==> src/design/lmi_pkg.sv <==
// constants and shared types for the local dram memory interface
// Behaviour
// - row strobe starts every chip cycle; row latched, sensed and restored
// - read: column strobe latches column address and holds selected bit out
// - write: row step, then write line, then column strobe with input bit
// - refresh is the row strobe step only, no column strobe
// - 18-bit physical address is captured when the request is taken
// - top three address bits pick one of eight slots, fixed by position
// - each slot decodes one contiguous 32K-word window, in slot order
// - bit 0 picks chip block, bits 1-7 row, bits 8-14 column
// - data path is 21 bits: 16 data plus 5 code or 2 parity
// - 8K modules use small chips, 32K use large; only 32K carries code
// - fixed priority: refresh first, then DMA, then CPU
// - module timing runs on its own, unrelated to the processor clock
// - idle memory starts at once; busy memory queues by priority
// - address-ready returned once slot selected and address latched
// - store: data-ready comes with address-ready and ends the store
// - read: data-ready after access; parity or code check per 21-bit line (data-ready here stays low on reads)
// - memory-data-ready marks read data, then reset-data releases it
// - free-running oscillator issues periodic refresh requests
// - refresh starts only when idle, drives row counter with start strobe
// - refresh row counter is circular, advancing once per refresh request
package lmi_pkg;
   localparam int ADDR_W = 18;
   localparam int SLOT_W = 3;
   localparam int SLOTS = 8;
   localparam int ROW_W = 7;
   localparam int DATA_W = 16;
   localparam int CODE_W = 5;
   localparam int MEM_W = 21;
   localparam int BLK_BIT = 0;
   localparam int ROW_LO = 1;
   localparam int COL_LO = 8;
   localparam int SLOT_LO = 15;
   localparam logic [17:0] SLOT_SPAN = 18'h08000;
   localparam int PAR_HI_BIT = 20;
   localparam int PAR_LO_BIT = 16;
   localparam int SYNC_N = 4;
   localparam int CLK_NS = 25;
   localparam int T_RAS_NS = 120;
   localparam int T_WEN_NS = 25;
   localparam int T_CAS_NS = 60;
   localparam int T_PRE_NS = 100;
   localparam int REF_PERIOD_NS = 15600;
   localparam int T_RAS_CYC = (T_RAS_NS + CLK_NS - 1) / CLK_NS;
   localparam int T_WEN_CYC = (T_WEN_NS + CLK_NS - 1) / CLK_NS;
   localparam int T_CAS_CYC = (T_CAS_NS + CLK_NS - 1) / CLK_NS;
   localparam int T_PRE_CYC = (T_PRE_NS + CLK_NS - 1) / CLK_NS;
   localparam int REF_PERIOD_CYC = REF_PERIOD_NS / CLK_NS;
   localparam int TMR_W = 4;
   localparam int REF_W = 12;
   localparam int BUF_W = DATA_W + CODE_W + 3;
   typedef enum logic [2:0] {
      ST_IDLE = 3'h0,
      ST_ROW = 3'h1,
      ST_WEN = 3'h3,
      ST_COL = 3'h2,
      ST_DATA = 3'h6,
      ST_PRE = 3'h4
   } lmi_state_t;
endpackage : lmi_pkg

==> src/design/lmi_buf.sv <==
// two-entry read data buffer with valid and ready on both sides
`timescale 1ns/1ps
module lmi_buf #(
   parameter int W = 8,
   parameter int DEPTH = 2
) (
   // clock and reset
   input wire logic clk,
   input wire logic rst,
   // filling side
   input wire logic in_valid,
   output logic in_ready,
   input wire logic [W-1:0] in_data,
   // draining side
   output logic out_valid,
   input wire logic out_ready,
   output logic [W-1:0] out_data
);
   localparam int PW = (DEPTH > 1) ? $clog2(DEPTH) : 1;
   logic [W-1:0] mem_q [DEPTH];
   logic [PW-1:0] wp_q;
   logic [PW-1:0] rp_q;
   logic [PW:0] cnt_q;
   wire push = in_valid && in_ready;
   wire pop = out_valid && out_ready;
   assign in_ready = (cnt_q != (PW+1)'(DEPTH));
   assign out_valid = (cnt_q != '0);
   assign out_data = mem_q[rp_q];
   always_ff @(posedge clk) begin
      if (push) begin
         mem_q[wp_q] <= in_data;
      end
   end
   always_ff @(posedge clk) begin
      if (rst) begin
         wp_q <= '0;
         rp_q <= '0;
         cnt_q <= '0;
      end else begin
         if (push) begin
            wp_q <= (wp_q == PW'(DEPTH - 1)) ? '0 : wp_q + 1'b1;
         end
         if (pop) begin
            rp_q <= (rp_q == PW'(DEPTH - 1)) ? '0 : rp_q + 1'b1;
         end
         cnt_q <= cnt_q + (PW+1)'(push) - (PW+1)'(pop);
      end
   end
endmodule : lmi_buf

==> src/design/lmi_top.sv <==
// local memory interface: arbiter, refresh, dram strobe sequencer
`timescale 1ns/1ps
module lmi_top import lmi_pkg::*; #(
   parameter int REF_CYC = REF_PERIOD_CYC,
   parameter int BUF_DEPTH = 2
) (
   // clock and reset
   input wire logic clk,
   input wire logic rst,
   // cpu requester, asynchronous
   input wire logic cpu_req,
   input wire logic cpu_write,
   input wire logic [ADDR_W-1:0] cpu_addr,
   input wire logic [DATA_W-1:0] cpu_wdata,
   output logic cpu_addr_rdy,
   output logic cpu_data_rdy,
   // dma requester, asynchronous
   input wire logic dma_req,
   input wire logic dma_write,
   input wire logic [ADDR_W-1:0] dma_addr,
   input wire logic [DATA_W-1:0] dma_wdata,
   output logic dma_addr_rdy,
   output logic dma_data_rdy,
   // check code for stores, from the correction network
   input wire logic [CODE_W-1:0] wr_code,
   // read data stream toward the processor
   output logic rd_valid,
   input wire logic rd_ready,
   output logic [DATA_W-1:0] rd_data,
   output logic [CODE_W-1:0] rd_code,
   output logic rd_dma,
   output logic rd_mod21,
   output logic rd_par_err,
   output logic reset_data,
   // memory modules
   input wire logic [SLOTS-1:0] mod21,
   output logic [SLOTS-1:0] dram_ras_n,
   output logic dram_cas_n,
   output logic dram_we_n,
   output logic dram_blk,
   output logic [ROW_W-1:0] dram_ma,
   output logic [MEM_W-1:0] dram_dq_out,
   output logic dram_dq_oe,
   input wire logic [MEM_W-1:0] dram_dq_in,
   // status
   output logic mem_busy,
   output logic ref_start
);
   // three-stage synchronisers for the asynchronous request lines
   wire [SYNC_N-1:0] raw = {dma_write, dma_req, cpu_write, cpu_req};
   logic [SYNC_N-1:0] s1_q;
   logic [SYNC_N-1:0] s2_q;
   logic [SYNC_N-1:0] s3_q;
   logic [SYNC_N-1:0] f_q;
   genvar gi;
   generate
      for (gi = 0; gi < SYNC_N; gi++) begin : g_sync
         always_ff @(posedge clk) begin
            if (rst) begin
               s1_q[gi] <= 1'b0;
               s2_q[gi] <= 1'b0;
               s3_q[gi] <= 1'b0;
               f_q[gi] <= 1'b0;
            end else begin
               s1_q[gi] <= raw[gi];
               s2_q[gi] <= s1_q[gi];
               s3_q[gi] <= s2_q[gi];
               // a change counts once stages two and three agree
               if (s2_q[gi] == s3_q[gi]) begin
                  f_q[gi] <= s3_q[gi];
               end
            end
         end
      end
   endgenerate
   wire cpu_req_f = f_q[0];
   wire cpu_wr_f = f_q[1];
   wire dma_req_f = f_q[2];
   wire dma_wr_f = f_q[3];

   // state
   lmi_state_t st_q;
   lmi_state_t st_d;
   logic [TMR_W-1:0] tmr_q;
   logic [TMR_W-1:0] tmr_d;
   logic [REF_W-1:0] osc_q;
   logic ref_pend_q;
   logic [ROW_W-1:0] row_cnt_q;
   logic ref_q;
   logic own_dma_q;
   logic wr_q;
   logic [ADDR_W-1:0] addr_q;
   logic [DATA_W-1:0] wdata_q;
   logic [CODE_W-1:0] code_q;
   logic cpu_ar_q;
   logic cpu_dr_q;
   logic dma_ar_q;
   logic dma_dr_q;

   // refresh oscillator, free running
   wire osc_tick = (osc_q == REF_W'(REF_CYC - 1));
   // requests already answered wait for the requester to drop them
   wire cpu_pend = cpu_req_f && !cpu_ar_q;
   wire dma_pend = dma_req_f && !dma_ar_q;
   wire idle = (st_q == ST_IDLE);
   wire tmr_done = (tmr_q == '0);
   wire buf_in_ready;
   // reads start only with room in the buffer, so a push is never refused
   wire dma_go = dma_pend && (dma_wr_f || buf_in_ready);
   wire cpu_go = cpu_pend && (cpu_wr_f || buf_in_ready);
   wire gnt_ref = idle && ref_pend_q;
   wire gnt_dma = idle && !ref_pend_q && dma_go;
   wire gnt_cpu = idle && !ref_pend_q && !dma_go && cpu_go;
   wire gnt_any = gnt_ref || gnt_dma || gnt_cpu;
   wire row_end = (st_q == ST_ROW) && tmr_done;
   wire ar_set = row_end && !ref_q;

   // address decode
   wire [SLOT_W-1:0] slot = addr_q[SLOT_LO +: SLOT_W];
   wire [SLOTS-1:0] slot_hot = SLOTS'(1) << slot;
   wire [ROW_W-1:0] row_a = addr_q[ROW_LO +: ROW_W];
   wire [ROW_W-1:0] col_a = addr_q[COL_LO +: ROW_W];
   wire ras_on = (st_q == ST_ROW) || (st_q == ST_WEN) ||
                 (st_q == ST_COL) || (st_q == ST_DATA);
   wire col_phase = (st_q == ST_WEN) || (st_q == ST_COL) ||
                    (st_q == ST_DATA);
   wire [SLOTS-1:0] ras_sel = ref_q ? '1 : slot_hot;
   wire sel_mod21 = mod21[slot];

   // sequencer next state
   always_comb begin
      st_d = st_q;
      tmr_d = tmr_done ? '0 : tmr_q - 1'b1;
      unique case (st_q)
         ST_IDLE: begin
            if (gnt_any) begin
               st_d = ST_ROW;
               tmr_d = TMR_W'(T_RAS_CYC - 1);
            end
         end
         ST_ROW: begin
            if (tmr_done) begin
               if (ref_q) begin
                  st_d = ST_PRE;
                  tmr_d = TMR_W'(T_PRE_CYC - 1);
               end else if (wr_q) begin
                  st_d = ST_WEN;
                  tmr_d = TMR_W'(T_WEN_CYC - 1);
               end else begin
                  st_d = ST_COL;
                  tmr_d = TMR_W'(T_CAS_CYC - 1);
               end
            end
         end
         ST_WEN: begin
            if (tmr_done) begin
               st_d = ST_COL;
               tmr_d = TMR_W'(T_CAS_CYC - 1);
            end
         end
         ST_COL: begin
            if (tmr_done) begin
               st_d = wr_q ? ST_PRE : ST_DATA;
               tmr_d = wr_q ? TMR_W'(T_PRE_CYC - 1) : '0;
            end
         end
         ST_DATA: begin
            st_d = ST_PRE;
            tmr_d = TMR_W'(T_PRE_CYC - 1);
         end
         ST_PRE: begin
            if (tmr_done) begin
               st_d = ST_IDLE;
            end
         end
         default: begin
            st_d = ST_IDLE;
            tmr_d = '0;
         end
      endcase
   end

   always_ff @(posedge clk) begin
      if (rst) begin
         st_q <= ST_IDLE;
         tmr_q <= '0;
      end else begin
         st_q <= st_d;
         tmr_q <= tmr_d;
      end
   end

   // refresh request and circular row counter
   always_ff @(posedge clk) begin
      if (rst) begin
         osc_q <= '0;
         ref_pend_q <= 1'b0;
         row_cnt_q <= '0;
      end else begin
         osc_q <= osc_tick ? '0 : osc_q + 1'b1;
         if (osc_tick) begin
            ref_pend_q <= 1'b1;
            row_cnt_q <= row_cnt_q + 1'b1;
         end else if (gnt_ref) begin
            ref_pend_q <= 1'b0;
         end
      end
   end

   // capture of the granted request
   always_ff @(posedge clk) begin
      if (rst) begin
         ref_q <= 1'b0;
         own_dma_q <= 1'b0;
         wr_q <= 1'b0;
         addr_q <= '0;
         wdata_q <= '0;
         code_q <= '0;
      end else if (gnt_any) begin
         ref_q <= gnt_ref;
         own_dma_q <= gnt_dma;
         wr_q <= gnt_ref ? 1'b0 : (gnt_dma ? dma_wr_f : cpu_wr_f);
         addr_q <= gnt_ref ? ADDR_W'({row_cnt_q, 1'b0}) :
                   (gnt_dma ? dma_addr : cpu_addr);
         wdata_q <= gnt_dma ? dma_wdata : cpu_wdata;
         code_q <= wr_code;
      end
   end

   // address-ready and store data-ready, held until the request drops
   always_ff @(posedge clk) begin
      if (rst) begin
         cpu_ar_q <= 1'b0;
         cpu_dr_q <= 1'b0;
         dma_ar_q <= 1'b0;
         dma_dr_q <= 1'b0;
      end else begin
         if (ar_set && !own_dma_q) begin
            cpu_ar_q <= 1'b1;
            cpu_dr_q <= wr_q;
         end else if (!cpu_req_f) begin
            cpu_ar_q <= 1'b0;
            cpu_dr_q <= 1'b0;
         end
         if (ar_set && own_dma_q) begin
            dma_ar_q <= 1'b1;
            dma_dr_q <= wr_q;
         end else if (!dma_req_f) begin
            dma_ar_q <= 1'b0;
            dma_dr_q <= 1'b0;
         end
      end
   end
   assign cpu_addr_rdy = cpu_ar_q;
   assign cpu_data_rdy = cpu_dr_q;
   assign dma_addr_rdy = dma_ar_q;
   assign dma_data_rdy = dma_dr_q;

   // dram pins; strobes decode from the registered state
   assign dram_ras_n = ras_on ? ~ras_sel : '1;
   assign dram_cas_n = !((st_q == ST_COL) || (st_q == ST_DATA));
   assign dram_we_n = !(wr_q && ((st_q == ST_WEN) || (st_q == ST_COL)));
   assign dram_blk = addr_q[BLK_BIT];
   assign dram_ma = col_phase ? col_a : row_a;
   assign mem_busy = !idle;
   assign ref_start = (st_q == ST_ROW) && ref_q;
   // odd parity per byte; code bits go only to 21-bit modules
   wire par_hi = ~^wdata_q[15:8];
   wire par_lo = ~^wdata_q[7:0];
   wire [MEM_W-1:0] wr_word = sel_mod21 ? {code_q, wdata_q} :
      {par_hi, 3'h0, par_lo, wdata_q};
   assign dram_dq_out = wr_word;
   assign dram_dq_oe = wr_q && col_phase;

   // read capture and check selection
   wire rd_push = (st_q == ST_DATA);
   wire [DATA_W-1:0] q_data = dram_dq_in[DATA_W-1:0];
   wire perr = !(^{q_data[15:8], dram_dq_in[PAR_HI_BIT]}) ||
               !(^{q_data[7:0], dram_dq_in[PAR_LO_BIT]});
   // the code check itself lives in the correction network downstream
   wire [BUF_W-1:0] buf_in = {sel_mod21 ? 1'b0 : perr, sel_mod21,
      own_dma_q, dram_dq_in[MEM_W-1:DATA_W], q_data};
   wire [BUF_W-1:0] buf_out;
   lmi_buf #(.W(BUF_W), .DEPTH(BUF_DEPTH)) u_buf (
      .clk(clk),
      .rst(rst),
      .in_valid(rd_push),
      .in_ready(buf_in_ready),
      .in_data(buf_in),
      .out_valid(rd_valid),
      .out_ready(rd_ready),
      .out_data(buf_out)
   );
   assign rd_data = buf_out[DATA_W-1:0];
   assign rd_code = buf_out[DATA_W +: CODE_W];
   assign rd_dma = buf_out[BUF_W-3];
   assign rd_mod21 = buf_out[BUF_W-2];
   assign rd_par_err = buf_out[BUF_W-1];
   assign reset_data = rd_valid && rd_ready;

   // checks
   property p_ras_first;
      @(posedge clk) disable iff (rst)
      $rose(dram_ras_n != '1) |-> dram_cas_n && dram_we_n;
   endproperty
   a_ras_first: assert property (p_ras_first)
      else $error("column strobe or write before row strobe");
   property p_cas_in_ras;
      @(posedge clk) disable iff (rst)
      !dram_cas_n |-> (dram_ras_n != '1) && !ref_q;
   endproperty
   a_cas_in_ras: assert property (p_cas_in_ras)
      else $error("column strobe outside a row cycle");
   property p_we_before_cas;
      @(posedge clk) disable iff (rst)
      $fell(dram_cas_n) && wr_q |-> $past(!dram_we_n, 1);
   endproperty
   a_we_before_cas: assert property (p_we_before_cas)
      else $error("write line not ahead of column strobe");
   property p_ref_row_only;
      @(posedge clk) disable iff (rst)
      gnt_ref |=> (ref_start && dram_ras_n == '0) [*5] ##1
         (dram_cas_n && dram_ras_n == '1);
   endproperty
   a_ref_row_only: assert property (p_ref_row_only)
      else $error("refresh cycle shape wrong");
   property p_slot_sel;
      @(posedge clk) disable iff (rst)
      (st_q == ST_ROW) && !ref_q |->
         dram_ras_n == ~(SLOTS'(1) << addr_q[17:15]);
   endproperty
   a_slot_sel: assert property (p_slot_sel)
      else $error("wrong slot strobed");
   property p_prio;
      @(posedge clk) disable iff (rst)
      idle && ref_pend_q |=> ref_q && !wr_q;
   endproperty
   a_prio: assert property (p_prio)
      else $error("refresh lost priority");
   property p_ar_hold;
      @(posedge clk) disable iff (rst)
      cpu_addr_rdy && cpu_req_f |=> cpu_addr_rdy;
   endproperty
   a_ar_hold: assert property (p_ar_hold)
      else $error("address ready dropped early");
   property p_store_ready;
      @(posedge clk) disable iff (rst)
      ar_set && wr_q |=> (own_dma_q ? (dma_data_rdy && dma_addr_rdy) :
         (cpu_data_rdy && cpu_addr_rdy));
   endproperty
   a_store_ready: assert property (p_store_ready)
      else $error("store data ready not with address ready");
   property p_row_inc;
      @(posedge clk) disable iff (rst)
      osc_tick |=> ref_pend_q && row_cnt_q == $past(row_cnt_q) + 1'b1;
   endproperty
   a_row_inc: assert property (p_row_inc)
      else $error("refresh request or row advance missing");
   property p_rd_push;
      @(posedge clk) disable iff (rst)
      rd_push |-> buf_in_ready ##1 rd_valid;
   endproperty
   a_rd_push: assert property (p_rd_push)
      else $error("read word not offered");
endmodule : lmi_top

==> config.mk <==
export PLATFORM = sky130hd
export DESIGN_NAME = lmi_top
export DESIGN_NICKNAME = d
export VERILOG_FILES = /design/src/design/lmi_pkg.sv /design/src/design/lmi_buf.sv /design/src/design/lmi_top.sv
export SDC_FILE = /design/constraint.sdc
export NUM_CORES = 1
export LEC_CHECK = 0
export BUFFER_PORTS_ARGS = -buffer_cell sky130_fd_sc_hd__buf_4
export CAP_MARGIN = 25
export CORE_MARGIN = 5
export CORE_UTILIZATION = 30
export DETAILED_ROUTE_END_ITERATION = 10
export PLACE_DENSITY = 0.55
export SLEW_MARGIN = 25
export SYNTH_ARGS = -nofsm -noshare
export SYNTH_HDL_FRONTEND = slang
export SYNTH_HIERARCHICAL = 1
export SYNTH_SLANG_ARGS = --single-unit
export TNS_END_PERCENT = 30
==> constraint.sdc <==
create_clock -name clk -period 4.2 [get_ports clk]
set_clock_uncertainty 0.05 [all_clocks]
set_input_delay 0.21 -clock clk [delete_from_list [all_inputs] [get_ports clk]]
set_output_delay 0.21 -clock clk [all_outputs]
set_load 0.1 [all_outputs]
==> results of run 1 <==
## cells in the mapped netlist, drive strengths merged (12+ instances only)
cell type  instances  share of area [%]
a211oi            18                2.1
a21oi             29                2.5
a2bb2oi           12                1.6
and3              12                1.2
buf               21                1.7
clkbuf            13               0.76
dfxtp             94                 29
edfxtp            48                 22
inv               13               0.76
mux2              36                6.3
mux2i             31                4.8
nand2             39                2.3
nor2              71                4.2
nor2b             16                1.6
o21ai             30                2.4
xnor2             40                5.4
## what timing repair did
| action | CTS | global route |
|---|---|---|
| hold buffers | 30 | 0 |
| endpoints found under the setup margin | 0 | 0 |
| endpoints found under the hold margin | 51 | 0 |
## power breakdown
group          internal, mW  leakage [nW]  switching [mW]
logic                 0.235          2.15           0.369
registers              1.45          1.19          0.0411
clock network         0.833         0.276           0.620
total                  2.52          3.62            1.03
## sequential cells by signal, indices dropped and copies added (netlist names), 2 cells and up, named ones only
name	cells
osc_q	12
u_buf/mem_q	48
s3_q	4
st_q	3
wdata_q	16
s1_q	4
code_q	5
s2_q	4
u_buf/cnt_q	2
row_cnt_q	7
tmr_q	4
addr_q	18
## cell families after synthesis
group	after synthesis
XOR/XNOR	47
buffers and inverters	47
AND/OR/NAND/NOR	196
AO/OA/AOI/OAI	115
flip-flops	142
multiplexers	67
adder cells (fa/ha/maj)	4
## tightest hold or removal path, stage by stage
cell and delay (ns):
buf_4 0.11, mux2i_1 0.11, a211oi_1 0.08
## per-layer routing
metal,global-route usage [%],up-vias,wire length [µm]
met3,4.07,15,1100
met2,21.6,123,7780
met4,4.46,0,194
met1,16.9,2288,7380
li1,-,2598,-
met5,0,-,0
## worst paths after layout
path	start	cells after the start	endpoint	slack [ns]
max	addr_q[16]	7	dram_dq_out[16]	1.48
min reg2reg	s1_q[2]	1	s2_q[2]	0.39
max reg2reg	u_buf/cnt_q[0]	6	code_q[1]	1.66
min	dma_wdata[11]	3	wdata_q[11]	0.09
## metrics by stage
| stage | worst slack (ns) | power (mW) | hold slack, ns |
|---|---|---|---|
| finish | 1.48 | 3.55 | 0.0905 |
| global route | 1.21 | 3.72 | 0.0858 |
| CTS | 1.41 | 3.61 | 0.0671 |
| detailed placement | 1.64 | 2.11 | 0.349 |
| global placement | 1.41 | 2.11 | 0.348 |
| floorplan | 1.02 | 1.92 | 0.229 |
## final cells by class
type / count / area share [%]
Clock buffer: 17 / 4.78
Clock inverter: 15 / 1.67
Inverter: 13 / 0.548
Multi-Input combinational cell: 429 / 32.9
Sequential cell: 142 / 37.3
Tap cell: 275 / 3.86
Timing Repair Buffer: 214 / 18.9
==> out/qor.txt, run 1 <==
Residual DRC - 0
Die H - 157 µm
Vias in the first global route - 5060
Total of max-cap violations - 0
GRT Overall Usage - 13.3%
CP bufs+invs - 2
Post-synth EDFFs - 48
Hold/Removal Path Class - in -> reg
Leading cell type in the layout, fill and taps excluded - buf_4
Post-synth ARST share - 0%
Vias - 5024
WL final - 16500 µm
Static Leak - 3.62 nW
Multiplexer share of the synthesized area - 11.1%
Synth Instances - 618
CP arrival - 2.46 ns
Outcome - finished clean
Fin nets - 930
Worst setup SP type - register
Worst vdd ir - 265 µV
Hold Fails Final Rpt - 0
Final Slew Violations - 0
Routability Congestion - 0.747
Fraction of layout cells with a size suffix above 1 - 32.2%
Yosys warns - 6
CP max stage delay - 0.60 ns
Synth Area in Compound Gates - 11.9%
Clock-pin slew on the worst setup and hold paths - 0.06 ns
First-pass GRT wire length - 25700 µm
CTS sink cnt - 142
Antenna diode count - 0
Global route overflow - 0
Synth Cell Area - 0.00645 mm²
Die footprint - 0.0245 mm²
Non-Filler Instances - 1105
Row count - 53
I/O pin count - 181
Final core occ - 42.2%
Post-synthesis sequential element count - 142
Total CTS buffers - 17
Commonest cells after routing, fill and taps aside - 184 x buf_4, 94 x dfxtp_1, 70 x nor2_1
# port buffers - 180
Syn Area/Cell - 10.4 µm²
H-tree Lvls - 4
Clock root cell - clkbuf_16
Register area share after synthesis - 51.6%
Post-DRT Antenna Nets - 0
Initial antenna violation count - 0
Post-Syn Nets - 731
Post-DP HPWL - 11700 µm
Worst EP required - 3.94 ns
PwrDens - 399 mW/mm²
Iteration-0 DRC Markers - 225
DRT Pass-1 Iters - 4
Slew HR - 32.2%
Resize count post-CTS - 0
Area growth, synth to finish - 38.1%
Wire per inst - 14.9 µm
Starting Density - 30.6%
Synth Flop Type - dfxtp_1
Pin count of the biggest net entering global routing - 85
Routed vias/inst - 4.55
Multi-input gate area - 0.00293 mm²
Final Cell Area - 0.00890 mm²
Unrepaired setup endpoints after global routing - false
CTS tree - yes
Period utilisation layout - 64.9%
Delay-heaviest family, CP - flip-flops
XOR/XNOR share of the synthesized area - 6.39%
Final Critical Period - 2.72 ns
Storage cell area - 0.00332 mm²
Distinct cell type count after synthesis - 63
Post-Synth Adder-Cell Area - 0.776%
Post-CTS Setup Inserts - 0
Worst setup EP type - primary output
Bufs on Longest Clock Path - 2
Final setup fails - 0
DP Cell Count - 1043
Core outline area - 0.0211 mm²
Setup TNS Final - 0 ns
Simple-Gate Fraction of Synth Area - 15.0%
Largest fanout on the critical path - 12
Max frequency - 0.367 GHz
Type of the worst setup path - reg -> out
CP max stage cell - dfxtp_1
CP Cell Sequence - mux2_2 > o22ai_1 > a22o_1 > a21oi_1 > buf_4 > mux2_2 > buf_4
DP Area - 0.00803 mm²
Die X - 157 µm
Fillers - 2095
Worst slew pin tran - 1.02 ns
Largest family of logic cells by synthesized area - simple AND/OR/NAND/NOR gates
Worst skew pair latency - 0.41 ns
Note: power is estimated with default switching activity, not from simulation.
==> run 2, diff against run 1 <==
Settings changed: PLACE_DENSITY 0.55 to 0.57.
Clock period 4.2 ns to 2.29 ns, I/O delays scaled along.
==> out/qor.txt, run 2 (synthesized netlist as in run 1, its figures left out) <==
Worst vdd ir - 503 µV
Hold Fails Final Rpt - 0
Worst setup SP type - register
Total of max-cap violations - 0
Die footprint - 0.0245 mm²
Commonest cells after routing, fill and taps aside - 203 x buf_4, 90 x dfxtp_1, 70 x nor2_1
Hold/Removal Path Class - in -> reg
Static Leak - 3.91 nW
DP Area - 0.00828 mm²
Clock-pin slew on the worst setup and hold paths - 0.07 ns
Unrepaired setup endpoints after global routing - true
Die H - 157 µm
PwrDens - 731 mW/mm²
Total CTS buffers - 17
Period utilisation layout - 99.0%
Biggest regs - u_buf/mem_q (48), addr_q (18), wdata_q (16)
Vias - 5335
Max Used Layer - met4
GRT Overall Usage - 14.1%
Fraction of layout cells with a size suffix above 1 - 34.7%
Pin count of the biggest net entering global routing - 39
Setup TNS Final - 0 ns
I/O pin count - 181
Type of the worst setup path - reg -> out
Worst setup EP type - primary output
Iteration-0 DRC Markers - 233
Clock root cell - clkbuf_16
Antenna diode count - 0
Slew HR - 59.9%
Initial antenna violation count - 0
Worst skew pair latency - 0.42 ns
Die X - 157 µm
Largest fanout on the critical path - 7
Post-DP HPWL - 12300 µm
Residual DRC - 0
Post-DRT Antenna Nets - 0
CTS sink cnt - 142
Area growth, synth to finish - 48.3%
First-pass GRT wire length - 27600 µm
Row count - 53
Vias in the first global route - 5394
Met3 WL - 1050 µm
Worst slew pin tran - 0.601 ns
WL met1 - 7580 µm
Final setup fails - 0
WL final - 17300 µm
Final Cell Area - 0.00956 mm²
Starting Density - 30.6%
Worst EP required - 2.13 ns
Routability Congestion - 0.798
Global route overflow - 0
Outcome - finished clean
DRT Pass-1 Iters - 4
Final Critical Period - 2.27 ns
Wire per inst - 15.0 µm
Core outline area - 0.0211 mm²
Leading cell type in the layout, fill and taps excluded - buf_4
Bufs on Longest Clock Path - 2
Max frequency - 0.441 GHz
H-tree Lvls - 4
DP Cell Count - 1065
Final core occ - 45.3%
Met2 Routed Length - 8450 µm
CP arrival - 2.10 ns
Largest register FFs - 48
Fin nets - 982
Most flop-heavy register - u_buf/mem_q
Non-Filler Instances - 1157
# port buffers - 180
Final Slew Violations - 0
Routed vias/inst - 4.61
CTS tree - yes
Hold WS - 0.0171 ns
==> run 2: cell types whose count changed in the layout (fill, tap and decap cells not counted), moves of 3 or more <==
cell and delta:
o21ai_2 +7, mux2_4 +3, bufinv_16 +3, buf_4 +19, mux2_2 -3, dfxtp_1 -4
o21ai_0 -10, buf_12 +4, dlygate4sd3_1 +27
==> run 2: layer usage <==
layer	up-vias	track usage, %
li1	2699	-
met1	2493	17.6
met2	119	23.8
met3	24	3.73
met4	0	4.01
met5	-	0
==> run 2: report_power, final <==
part | switching [mW] | total [mW] | internal, mW
Sequential | 0.0483 | 2.71 | 2.66
Clock | 1.13 | 2.97 | 1.84
Combinational | 0.772 | 1.31 | 0.541
Total | 1.95 | 6.98 | 5.04
==> run 2: layout make-up <==
type	count	area, µm²
sequential	142	3330
multi-input combinational	429	3000
timing repair buffer	266	2200
inverter	13	48.8
clock buffer	17	425
fill	2006	11500
tap	275	344
clock inverter	15	208
==> run 2: repair_timing <==
item,in CTS,in global routing
setup buffers,3,0
hold endpoints to repair,67,0
resized for setup,14,3
pin swaps,2,1
setup endpoints to repair,11,12
hold buffers,57,0
==> run 2: path summary, 6_finish.rpt <==
path / slack [ns] / to / startpoint / depth (start not counted)
worst min register to register: 0.39 / s2_q[2] / s1_q[2] / 1
worst max-delay path: 0.02 / dram_dq_out[16] / addr_q[16] / 7
worst min-delay path: 0.02 / wdata_q[10] / cpu_wdata[10] / 3
worst max register to register: 0.02 / wdata_q[11] / st_q[0] / 7
==> run 2: critical path: stages (launching register included) <==
cell	delay, ns
dfxtp_4	0.36
buf_4	0.12
buf_4	0.14
mux2i_1	0.28
a21oi_1	0.10
buf_4	0.18
mux2_4	0.32
buf_12	0.17
==> run 2: per-stage QoR <==
stage / total power, mW / worst slack [ns]
3_5_place_dp: 3.97 / 0.246
2_1_floorplan: 3.56 / -0.00502
4_1_cts: 7.09 / -0.0166
3_3_place_gp: 3.97 / 0.275
6_report: 6.98 / 0.0232
5_1_grt: 7.30 / -0.0776
==> run 3, diff against run 2 <==
Settings changed: CTS_BUF_LIST set to sky130_fd_sc_hd__clkbuf_8.
==> out/qor.txt, run 3 (synthesized netlist as in run 1, its figures left out) <==
Final Critical Period - 2.27 ns
Area growth, synth to finish - 50.0%
Max frequency - 0.441 GHz
Die H - 157 µm
Die X - 157 µm
Most flop-heavy register - u_buf/mem_q
Crit path top cell by count - mux2_4
Non-Filler Instances - 1184
Routed vias/inst - 4.60
Worst vdd ir - 298 µV
Total CTS buffers - 17
Bufs on Longest Clock Path - 2
Fillers - 1994
Slew HR - 60.0%
Outcome - finished clean
Core outline area - 0.0211 mm²
DP Cell Count - 1065
Final core occ - 45.8%
Antenna diode count - 0
DP Area - 0.00828 mm²
Vias - 5444
Largest register FFs - 48
Worst setup EP type - primary output
Row count - 53
Clock root cell - clkbuf_8
# port buffers - 180
PwrDens - 651 mW/mm²
Commonest cells after routing, fill and taps aside - 201 x buf_4, 90 x dfxtp_1, 84 x dlygate4sd3_1
CP max stage delay - 0.37 ns
Initial antenna violation count - 0
CTS sink cnt - 142
Worst slew pin tran - 0.600 ns
Worst EP required - 2.13 ns
First-pass GRT wire length - 28400 µm
Post-route setup slack - 0.0205 ns
Clock-pin slew on the worst setup and hold paths - 0.08 ns
Period utilisation layout - 99.1%
Routability Congestion - 0.798
Hold/Removal Path Class - in -> reg
Static Leak - 3.95 nW
Starting Density - 30.6%
CP arrival - 2.10 ns
Pin count of the biggest net entering global routing - 39
Die footprint - 0.0245 mm²
Largest fanout on the critical path - 6
Total of max-cap violations - 0
I/O pin count - 181
GRT Overall Usage - 14.5%
Unrepaired setup endpoints after global routing - true
Worst skew pair latency - 0.44 ns
DRT Pass-1 Iters - 4
Multi-input gate area - 0.00302 mm²
Storage cell area - 0.00333 mm²
Final setup fails - 0
H-tree Lvls - 4
WL final - 17700 µm
Fin nets - 1009
Final Cell Area - 0.00967 mm²
Dpl ws - 0.246 ns
Final Slew Violations - 0
Type of the worst setup path - reg -> out
CP Cell Sequence - mux2_4 > o22ai_2 > a22o_1 > a21oi_1 > buf_4 > mux2_4 > buf_12
CTS tree - yes
Fraction of layout cells with a size suffix above 1 - 33.9%
Post-DRT Antenna Nets - 0
Residual DRC - 0
Post-DP HPWL - 12300 µm
Wire per inst - 14.9 µm
Final Power - 6.29 mW
CP max stage cell - dfxtp_4
Global route overflow - 0
Leading cell type in the layout, fill and taps excluded - buf_4
Hold Fails Final Rpt - 0
Biggest regs - u_buf/mem_q (48), addr_q (18), wdata_q (16)
Worst setup SP type - register
Vias in the first global route - 5548
Iteration-0 DRC Markers - 206
-- run 3: what timing repair did --
action                                 in CTS  in global routing
pin swaps                                   2                  1
endpoints found under the hold margin      80                  0
resized for setup                          18                  5
hold buffers                               84                  0
setup endpoints to repair                  11                 13
buffers inserted                            3                  0
-- run 3: routing by layer --
| layer | global-route usage [%] | vias up | share of wire, % |
|---|---|---|---|
| li1 | - | 2758 | - |
| met1 | 18.0 | 2519 | 43 |
| met2 | 24.5 | 141 | 49 |
| met3 | 3.60 | 26 | 5.9 |
| met4 | 4.92 | 0 | 1.9 |
| met5 | 0 | - | 0 |
-- run 3: critical path: cells and delay by family (launching register included) --
kind / cells / cell delay (ns)
AO/OA/AOI/OAI: 3 / 0.32
buffers and inverters: 2 / 0.35
flip-flops: 1 / 0.37
multiplexers: 2 / 0.63
-- run 3: path summary, 6_finish.rpt --
| path | to | slack [ns] | cells past startpoint | from |
|---|---|---|---|---|
| worst min register to register | s2_q[2] | 0.39 | 1 | s1_q[2] |
| worst max-delay path | dram_dq_out[20] | 0.02 | 7 | addr_q[17] |
| worst max register to register | addr_q[7] | 0.24 | 7 | u_buf/cnt_q[1] |
| worst min-delay path | addr_q[11] | 0.03 | 4 | dma_addr[11] |
-- run 3: where the power goes --
| group | switching [mW] | total, mW | internal, mW |
|---|---|---|---|
| Combinational | 0.784 | 1.36 | 0.575 |
| Sequential | 0.0486 | 2.70 | 2.65 |
| Clock | 1.03 | 2.23 | 1.20 |
| Total | 1.86 | 6.29 | 4.43 |
-- run 3: through the flow --
stage               hold slack [ns]  TNS (ns)
finish                       0.0300         0
CTS                         0.00200    -0.101
floorplan                     0.134  -0.00502
detailed placement            0.253         0
global placement              0.252         0
global route                 0.0300    -0.189
-- run 3: final cells by class --
type	instances	share of cell area, %
clock buffers	17	2.42
clock inverters	15	2.15
inverters	13	0.505
multi-input cells	429	31.2
flip-flops and latches	142	34.5
well taps	275	3.56
repair buffers	293	25.7
